`src/cbt_pkg.sv`:
```
/*
  Constants, register map and carrier types for the bit timing and
  message object access block of the CAN controller.
  Assumes the special function register port of the host core and a
  protocol engine that reports received frames.
*/
`default_nettype none
package cbt_pkg;
  // Register offsets on the special function register port
  localparam logic [7:0] PAGE_OFS = 8'hB1;
  localparam logic [7:0] STATUS_OFS = 8'hB2;
  localparam logic [7:0] CTRL_OFS = 8'hB3;
  localparam logic [7:0] TIMING_OFS = 8'hB6;
  localparam logic [7:0] DATA_OFS = 8'hFA;
  // Reset values
  localparam logic [7:0] PAGE_RST = 8'h00;
  localparam logic [7:0] CTRL_RST = 8'h00;
  localparam logic [7:0] TIMING_RST = 8'h00;
  // Object geometry
  localparam int NUM_OBJ = 15;
  localparam int DATA_BYTES = 8;
  localparam logic [3:0] LAST_OBJ = 4'hE;
  localparam logic [3:0] MAX_DLC = 4'h8;
  // Field positions
  localparam int STATUS_DLCW_BIT = 7;
  localparam int TIMING_RSVD_BIT = 7;
  localparam logic [1:0] CFG_DISABLED = 2'h0;

  // Page register layout
  typedef struct packed {
    logic [3:0] object_number;
    logic index_autoinc_n;
    logic [2:0] data_byte_index;
  } cbt_page_t;

  // Object control and length layout
  typedef struct packed {
    logic [1:0] object_config;
    logic reply_valid;
    logic id_extended;
    logic [3:0] data_length;
  } cbt_ctrl_t;

  // Third timing register layout
  typedef struct packed {
    logic reserved;
    logic [2:0] phase_seg_two;
    logic [2:0] phase_seg_one;
    logic sample_type;
  } cbt_timing_t;
endpackage
`default_nettype wire

```
`src/cbt_bittime.sv`:
```
/*
  Bit timing: prescaler, segment sequencing and resynchronisation.
  Assumes the configuration is stable while enable is high, and rx is
  synchronised to CLK. Recessive is 1.
*/
`timescale 1ns/1ps
`default_nettype none
module cbt_bittime
  import cbt_pkg::*;
(
  input wire logic clk,
  input wire logic rst,
  input wire logic enable,
  input wire logic [5:0] baud_prescaler,
  input wire logic [2:0] prs,
  input wire logic [1:0] resync_jump_width,
  input wire cbt_pkg::cbt_timing_t cfg,
  input wire logic rx,
  input wire logic sampled,
  output logic half_tick,
  output logic sample_bit_q,
  output logic sample_strobe_q
);
  typedef enum logic [3:0] {
    SEG_SYNC = 4'h1,
    SEG_PROP = 4'h2,
    SEG_PH1 = 4'h4,
    SEG_PH2 = 4'h8
  } cbt_seg_t;

  cbt_seg_t seg_q;
  logic [5:0] div_q;
  logic [4:0] cnt_q;
  logic [4:0] lim_q;
  logic rx_prev_q;

  wire tq_tick = enable && (div_q == baud_prescaler);
  // Half-quantum tick drives the sampler in the top
  assign half_tick = enable && ((div_q == baud_prescaler) || (div_q == {1'b0, baud_prescaler[5:1]}));
  wire fall = rx_prev_q && !rx;
  wire [4:0] jump = {3'h0, resync_jump_width} + 5'h1;
  wire [4:0] ph1_len = {2'h0, cfg.phase_seg_one} + 5'h1;
  wire [4:0] ph2_len = {2'h0, cfg.phase_seg_two} + 5'h1;
  wire [4:0] prs_len = {2'h0, prs} + 5'h1;
  wire seg_end = tq_tick && (cnt_q + 5'h1 >= lim_q);
  // Early edge in phase two: cut it short by at most the jump width
  wire [4:0] cut_lim = (ph2_len > jump + cnt_q + 5'h1) ? ph2_len - jump : cnt_q + 5'h1;

  // Prescaler: one time quantum every brp+1 cycles
  always_ff @(posedge clk or posedge rst)
  begin
    if (rst)
      div_q <= 6'h00;
    else if (!enable || div_q == baud_prescaler)
      div_q <= 6'h00;
    else
      div_q <= div_q + 6'h01;
  end

  // Segment sequencer with resynchronisation on falling edges
  always_ff @(posedge clk or posedge rst)
  begin
    if (rst)
    begin
      seg_q <= SEG_SYNC;
      cnt_q <= 5'h00;
      lim_q <= 5'h01;
      rx_prev_q <= 1'b1;
      sample_bit_q <= 1'b1;
      sample_strobe_q <= 1'b0;
    end
    else
    begin
      rx_prev_q <= rx;
      sample_strobe_q <= 1'b0;
      if (!enable)
      begin
        seg_q <= SEG_SYNC;
        cnt_q <= 5'h00;
        lim_q <= 5'h01;
      end
      else if (seg_end)
      begin
        cnt_q <= 5'h00;
        case (seg_q)
          SEG_SYNC:
          begin
            seg_q <= SEG_PROP;
            lim_q <= prs_len;
          end
          SEG_PROP:
          begin
            seg_q <= SEG_PH1;
            lim_q <= ph1_len;
          end
          SEG_PH1:
          begin
            seg_q <= SEG_PH2;
            lim_q <= ph2_len;
            sample_bit_q <= sampled;
            sample_strobe_q <= 1'b1;
          end
          default:
          begin
            seg_q <= SEG_SYNC;
            lim_q <= 5'h01;
          end
        endcase
      end
      else
      begin
        // Edges only move the limit, so a quantum that coincides still counts
        if (tq_tick)
          cnt_q <= cnt_q + 5'h01;
        if (fall && seg_q == SEG_PH1)
          lim_q <= ph1_len + jump; // Late edge lengthens phase one
        else if (fall && seg_q == SEG_PH2)
          lim_q <= cut_lim;
      end
    end
  end
endmodule // cbt_bittime
`default_nettype wire

```
`src/cbt_sample3.sv`:
```
/*
  Bus sampler: single sample or majority of three samples spaced half
  a time quantum apart, ending at the sample point.
  Assumes rx is already synchronised to CLK and the tick enables come
  from the prescaler in the bit timing module.
*/
`timescale 1ns/1ps
`default_nettype none
module cbt_sample3
  import cbt_pkg::*;
(
  input wire logic clk,
  input wire logic rst,
  input wire logic rx,
  input wire logic half_tick,
  input wire logic sample_type,
  output logic sampled
);
  logic [1:0] hist_q;
  wire maj3 = (hist_q[1] & hist_q[0]) | (hist_q[1] & rx) | (hist_q[0] & rx);
  wire pick = sample_type ? maj3 : rx;

  // Keep the two samples taken half and one quantum before now
  always_ff @(posedge clk or posedge rst)
  begin
    if (rst)
      hist_q <= 2'h3;
    else if (half_tick)
      hist_q <= {hist_q[0], rx};
  end

  assign sampled = pick;
endmodule // cbt_sample3
`default_nettype wire

```
`src/cbt_top.sv`:
```
/*
  Top of the bit timing and message object access block: page, object
  control, object status, data and third timing registers on the
  special function register port, plus the bit sampler.
  Assumes single-cycle read and write strobes from the host core on CLK,
  and a protocol engine on CLK reporting received frames.
*/
`timescale 1ns/1ps
`default_nettype none
module cbt_top
  import cbt_pkg::*;
(
  input wire logic CLK,
  input wire logic SYS_RST,
  input wire logic [7:0] SFR_ADDR,
  input wire logic SFR_WR,
  input wire logic SFR_RD,
  input wire logic [7:0] SFR_WDATA,
  output logic [7:0] SFR_RDATA,
  input wire logic CONTROLLER_ENABLE,
  input wire logic [5:0] BAUD_PRESCALER,
  input wire logic [2:0] PROP_SEG,
  input wire logic [1:0] RESYNC_JUMP_WIDTH,
  input wire logic CAN_RX,
  input wire logic RX_FRAME_DONE,
  input wire logic [3:0] RX_OBJECT,
  input wire logic [3:0] RX_LENGTH,
  output logic SAMPLE_BIT,
  output logic SAMPLE_STROBE,
  output logic [14:0] OBJECT_ENABLE,
  output logic [14:0] OBJECT_REPLY_VALID,
  output logic [14:0] OBJECT_ID_EXTENDED
);
  import cbt_pkg::*;

  cbt_page_t page_q;
  cbt_timing_t timing_q;
  cbt_ctrl_t ctrl_q [NUM_OBJ];
  logic [NUM_OBJ-1:0] dlcw_q;
  logic [7:0] data_q [NUM_OBJ][DATA_BYTES];
  logic [7:0] rdata_q;
  logic [NUM_OBJ-1:0] enable_q;
  logic [1:0] rx_sync_q;
  logic half_tick;
  logic sampled;

  // Address decode is shared by the read mux and the write paths
  function automatic logic hit(input logic [7:0] addr, input logic [7:0] ofs);
    hit = (addr == ofs);
  endfunction

  wire obj_ok = (page_q.object_number <= LAST_OBJ);
  wire [3:0] obj = page_q.object_number;
  wire [2:0] idx = page_q.data_byte_index;
  wire wr_page = SFR_WR && hit(SFR_ADDR, PAGE_OFS);
  wire wr_ctrl = SFR_WR && hit(SFR_ADDR, CTRL_OFS) && obj_ok;
  wire wr_stat = SFR_WR && hit(SFR_ADDR, STATUS_OFS) && obj_ok;
  wire wr_time = SFR_WR && hit(SFR_ADDR, TIMING_OFS);
  wire wr_data = SFR_WR && hit(SFR_ADDR, DATA_OFS) && obj_ok;
  wire data_acc = (SFR_WR || SFR_RD) && hit(SFR_ADDR, DATA_OFS);
  wire rx_ok = RX_FRAME_DONE && (RX_OBJECT <= LAST_OBJ);
  // Auto increment is active low; the 3-bit add wraps 7 to 0 by itself
  wire bump = data_acc && !page_q.index_autoinc_n;
  wire [2:0] idx_next = idx + 3'h1;

  // Read mux; an object number of 15 reads as zero
  wire [7:0] rd_mux =
    hit(SFR_ADDR, PAGE_OFS) ? page_q :
    hit(SFR_ADDR, TIMING_OFS) ? timing_q :
    !obj_ok ? 8'h00 :
    hit(SFR_ADDR, CTRL_OFS) ? ctrl_q[obj] :
    hit(SFR_ADDR, STATUS_OFS) ? {dlcw_q[obj], 7'h00} :
    hit(SFR_ADDR, DATA_OFS) ? data_q[obj][idx] : 8'h00;

  // Two-flop synchroniser on the bus pin
  always_ff @(posedge CLK or posedge SYS_RST)
  begin
    if (SYS_RST)
      rx_sync_q <= 2'h3;
    else
      rx_sync_q <= {rx_sync_q[0], CAN_RX};
  end

  // Page register: software write, else index advance on data access
  always_ff @(posedge CLK or posedge SYS_RST)
  begin
    if (SYS_RST)
      page_q <= PAGE_RST;
    else if (wr_page)
      page_q <= SFR_WDATA;
    else if (bump)
      page_q.data_byte_index <= idx_next;
  end

  // Timing register; software only changes it with the controller off
  always_ff @(posedge CLK or posedge SYS_RST)
  begin
    if (SYS_RST)
      timing_q <= TIMING_RST;
    else if (wr_time)
      timing_q <= SFR_WDATA; // Reserved bit kept as written
  end

  // Registered read data, held between reads
  always_ff @(posedge CLK or posedge SYS_RST)
  begin
    if (SYS_RST)
      rdata_q <= 8'h00;
    else if (SFR_RD)
      rdata_q <= rd_mux;
  end

  // Per-object control, status and enable state
  for (genvar g = 0; g < NUM_OBJ; g++)
  begin : g_obj
    wire sel = (obj == 4'(g));
    wire rx_hit = rx_ok && (RX_OBJECT == 4'(g));
    // Warning when the incoming length differs from the expected one
    wire mismatch = rx_hit && (RX_LENGTH != ctrl_q[g].data_length);

    always_ff @(posedge CLK or posedge SYS_RST)
    begin
      if (SYS_RST)
        ctrl_q[g] <= CTRL_RST;
      else if (rx_hit)
        ctrl_q[g].data_length <= RX_LENGTH; // Frame wins over software
      else if (wr_ctrl && sel)
        ctrl_q[g] <= SFR_WDATA;
    end

    // Rewriting the configuration arms the object; disabled clears it
    always_ff @(posedge CLK or posedge SYS_RST)
    begin
      if (SYS_RST)
        enable_q[g] <= 1'b0;
      else if (wr_ctrl && sel && !rx_hit)
        enable_q[g] <= (SFR_WDATA[7:6] != CFG_DISABLED); // A colliding frame drops the write and the enable holds
    end

    // Sticky warning; a new mismatch beats a clearing write
    always_ff @(posedge CLK or posedge SYS_RST)
    begin
      if (SYS_RST)
        dlcw_q[g] <= 1'b0;
      else if (mismatch)
        dlcw_q[g] <= 1'b1;
      else if (wr_stat && sel)
        dlcw_q[g] <= SFR_WDATA[STATUS_DLCW_BIT];
    end

    // Data bytes are written through the data register at the index
    for (genvar b = 0; b < DATA_BYTES; b++)
    begin : g_byte
      always_ff @(posedge CLK)
      begin
        if (wr_data && sel && idx == 3'(b))
          data_q[g][b] <= SFR_WDATA;
      end
    end
  end

  cbt_bittime u_bittime (
    .clk(CLK),
    .rst(SYS_RST),
    .enable(CONTROLLER_ENABLE),
    .baud_prescaler(BAUD_PRESCALER),
    .prs(PROP_SEG),
    .resync_jump_width(RESYNC_JUMP_WIDTH),
    .cfg(timing_q),
    .rx(rx_sync_q[1]),
    .sampled(sampled),
    .half_tick(half_tick),
    .sample_bit_q(SAMPLE_BIT),
    .sample_strobe_q(SAMPLE_STROBE)
  );

  // Bus sampler, single or majority of three at the sample point
  cbt_sample3 u_sample (
    .clk(CLK),
    .rst(SYS_RST),
    .rx(rx_sync_q[1]),
    .half_tick(half_tick),
    .sample_type(timing_q.sample_type),
    .sampled(sampled)
  );

  // Per-object outputs come from flops; the loop only fans them out
  always_comb
  begin
    for (int i = 0; i < NUM_OBJ; i++)
    begin
      OBJECT_REPLY_VALID[i] = ctrl_q[i].reply_valid;
      OBJECT_ID_EXTENDED[i] = ctrl_q[i].id_extended;
    end
  end

  assign OBJECT_ENABLE = enable_q;
  assign SFR_RDATA = rdata_q;
endmodule // cbt_top
`default_nettype wire

```
`config.mk`:
```
export PLATFORM = sky130hd
export DESIGN_NAME = cbt_top
export DESIGN_NICKNAME = d
export VERILOG_FILES = /design/src/cbt_pkg.sv /design/src/cbt_bittime.sv /design/src/cbt_sample3.sv /design/src/cbt_top.sv
export SDC_FILE = /design/constraint.sdc
export NUM_CORES = 2
export LEC_CHECK = 0
export BUFFER_PORTS_ARGS = -buffer_cell sky130_fd_sc_hd__clkbuf_2
export CAP_MARGIN = 20
export CORE_MARGIN = 2
export CORE_UTILIZATION = 40
export DETAILED_ROUTE_END_ITERATION = 10
export GPL_ROUTABILITY_DRIVEN = 0
export SETUP_SLACK_MARGIN = 0.2
export SLEW_MARGIN = 40
export SYNTH_ARGS = -nofsm -noshare
export SYNTH_HDL_FRONTEND = slang
export SYNTH_HIERARCHICAL = 1
export SYNTH_SLANG_ARGS = --single-unit
```
`constraint.sdc`:
```
create_clock -name CLK -period 7.1 [get_ports CLK]
set_input_delay 1.065 -clock CLK [delete_from_list [all_inputs] [get_ports CLK]]
set_output_delay 1.065 -clock CLK [all_outputs]
set_load 0.02 [all_outputs]
```
==> metrics.txt <==
clk slew on worst S/H paths=approximately 60 ps; total power=around 15 mW; initial drt markers=around 3600; Final Cycle Share=roughly 60%; Arr. time, crit path=a little under 5000 ps; Sw Share=approximately a quarter; Post-synth top flop=edfxtp_1; worst rel slew slack=38.1%; IO Port Bufs=between 90 and 100; via count=around 29000; Power Internal=11.7 mW; Setup Crit Path Kind=reg2reg; fin nets=3228; Synth area leaders=edfxtp_1 58%, dfrtp_1 9.7%, mux4_2 8.7%; asr flop ratio synth=~17%; Gate power share=8.5%; total CTS buffers=roughly 120; root buf cell=clkbuf_16; critical path required time=between 7000 and 8000 ps; vias in the first global route=roughly 28000; total track usage=between 20 and 25%; number of synthesized flops with an enable pin=960; Die Ht=roughly 360 microns; PwrDens=between 200 and 300 nW/um^2; most numerous cell in the Yosys netlist=edfxtp_1; Die ar.=127000 sq um; area grow syn2layout=12.2%; Slew Viols, Final=0; core area=about 120000 sq um; post-route minimum period=approximately 4200 ps; Crit. End Element=flip-flop; post_cts resized=0; initial antenna violation count=5; row cnt=~130; type of the worst min-delay path=reg2reg; detailed-router iteration count before antenna repair=8; startpoint types=flip-flop; Post-synth top cells=960 x edfxtp_1, 253 x nor2_1, 230 x mux2i_1; Yosys top cell area share=between 50% and 60%; Clock Sinks=about 1200; Clk Latency, worst-skew pair=slightly below 800 ps; setup repair bufs after CTS=0; global route overflow=0; Worst VDD drop=roughly 0.24 mV; clock power share=a little over two fifths; Yosys reg bits=~1200; detailed placement HPWL=89800 microns; Avg Cell Area, Syn=roughly 16 sq um; global-route wire length before repair=between 200000 and 250000 microns; Syn Nets=roughly 3200; Synth cell types=between 80 and 90; worst slew pin tran=between 900 and 1000 ps; final antenna-violating net count=0; status=finished, final reports clean; Max-Cap Viols=0; Sw Pwr=between 3 and 4 mW; WL final=around 140000 microns; Post-Syn Area=49800 sq um; fraction of layout cells with a size suffix above 1=21.2%; Hold Violations, Final=0; cell taking the most area after synthesis=edfxtp_1; CTS tree=yes; f_max=~0.24 GHz; Starting Density=between 40% and 50%; IO Count=97; htree depth=3; pin count of the biggest net entering global routing=120; Mapped Cells=between 3000 and 4000; Residual DRC=0; Clock Tree Buf Depth=3; power share of the sequential group=between 40% and 50%; yosys warns=6; Setup violations, final=0; WL/cell=roughly 29 microns; post-synthesis sequential area ratio=between 60 and 70%; RSZ-0062 raised after global routing=false; clk_skew=between 80 and 90 ps; cts-stage hold buffer count=0; Pleak=~19 nW; die span in x=~360 microns; total negative setup slack=0 ps; CP max FO=42; Vias/cell=between 5 and 6
[registers in the layout, summed over array words and instances, names as in the netlist, 6 cells and up]
signal,cells
OBJECT_ENABLE,15
OBJECT_ID_EXTENDED,15
OBJECT_REPLY_VALID,15
SFR_RDATA,8
ctrl_q,90
data_q,960
dlcw_q,15
timing_q,8
u_bittime/div_q,6
[cell usage in the layout (no fill, tap or decap), types with 79 or more instances in the layout]
master     instances
mux2i_1          230
nand2_1          167
edfxtp_1         960
a21oi_1          110
nor2_1           249
clkbuf_2          85
o21ai_0          121
dfrtp_1          188
mux4_2           193
mux2_2            79
clkbuf_16        118
[routing by layer]
layer | GRT usage [%] | up-vias | part of all wire (%)
li1 | - | 12200 | -
met1 | 31.6 | 14700 | 42
met2 | 35.0 | 1364 | 47
met3 | 3.94 | 220 | 8.2
met4 | 6.88 | 6 | 2.8
met5 | 0 | - | 0.033
[cell families (layout without fill, tap and decap cells)]
group / after synthesis / in the layout / share of synthesized area (%)
and+or+nand+nor: 610 / 610 / 5.83
DFF: 1161 / 1161 / 68.0
xor gates and xnor gates: 90 / 90 / 1.58
muxes: 504 / 504 / 15.2
other: 0 / 1 / 0
adders and majority gates: 32 / 32 / 0.849
buffers and inverters: 257 / 411 / 2.79
AOI/OAI and AO/OA: 448 / 448 / 5.80
[power groups by stage]
stage	registers, mW	logic, mW	clock network [mW]
detailed placement	7.77	1.29	0
finish	7.63	1.30	6.46
global route	7.64	1.38	6.81
floorplan	7.72	0.794	0
CTS	7.63	1.29	6.54
global placement	7.77	1.27	0
[stage by stage]
step                utilization, %  hold slack [ps]  worst slack, ps  instance area (sq um)  instances
detailed placement            41.9              347             2630                  51800       4670
global placement              41.8              348             2180                  51600       4667
finish                        45.2              354             2880                  55900       4894
floorplan                        -              345             1260                  49800       3102
CTS                           45.2              355             2610                  55900       4892
global route                  45.2              360             2720                  55900       4894
[worst paths after layout]
check / from / to / slack, ps / cells past startpoint
max: obj[0]$_DFFE_PP0P_ / SFR_RDATA[2]$_DFFE_PP0P_ / 2880 / 9
min: rx_sync_q[0]$_DFF_PP1_ / rx_sync_q[1]$_DFF_PP1_ / 350 / 0
max reg2reg: obj[0]$_DFFE_PP0P_ / SFR_RDATA[2]$_DFFE_PP0P_ / 2880 / 9
min reg2reg: rx_sync_q[0]$_DFF_PP1_ / rx_sync_q[1]$_DFF_PP1_ / 350 / 0
max in group asynchronous: SYS_RST / ctrl_q[65]$_DFFE_PP0P_ / 5600 / 3
min in group asynchronous: SYS_RST / u_sample/hist_q[0]$_DFFE_PP1P_ / 470 / 2
[critical path, stage by stage (launching register included)]
cell and delay [ps]:
dfrtp_4 920, buf_4 510, buf_4 490, buf_12 250, mux4_2 560, a22o_1 200
nor3_1 600, a211oi_1 90, o221ai_1 300, a21oi_1 120
[area by class of cell]
cell class / instances / area (sq um)
repair buffers: 158 / 1090
multi-input cells: 1684 / 14700
well taps: 1637 / 2050
inverters: 31 / 129
clock inverters: 89 / 1040
flip-flops and latches: 1161 / 33900
fillers: 10700 / 67700
diodes: 1 / 2.50
clock buffers: 133 / 3020
Power figures use the tool's default switching activity.
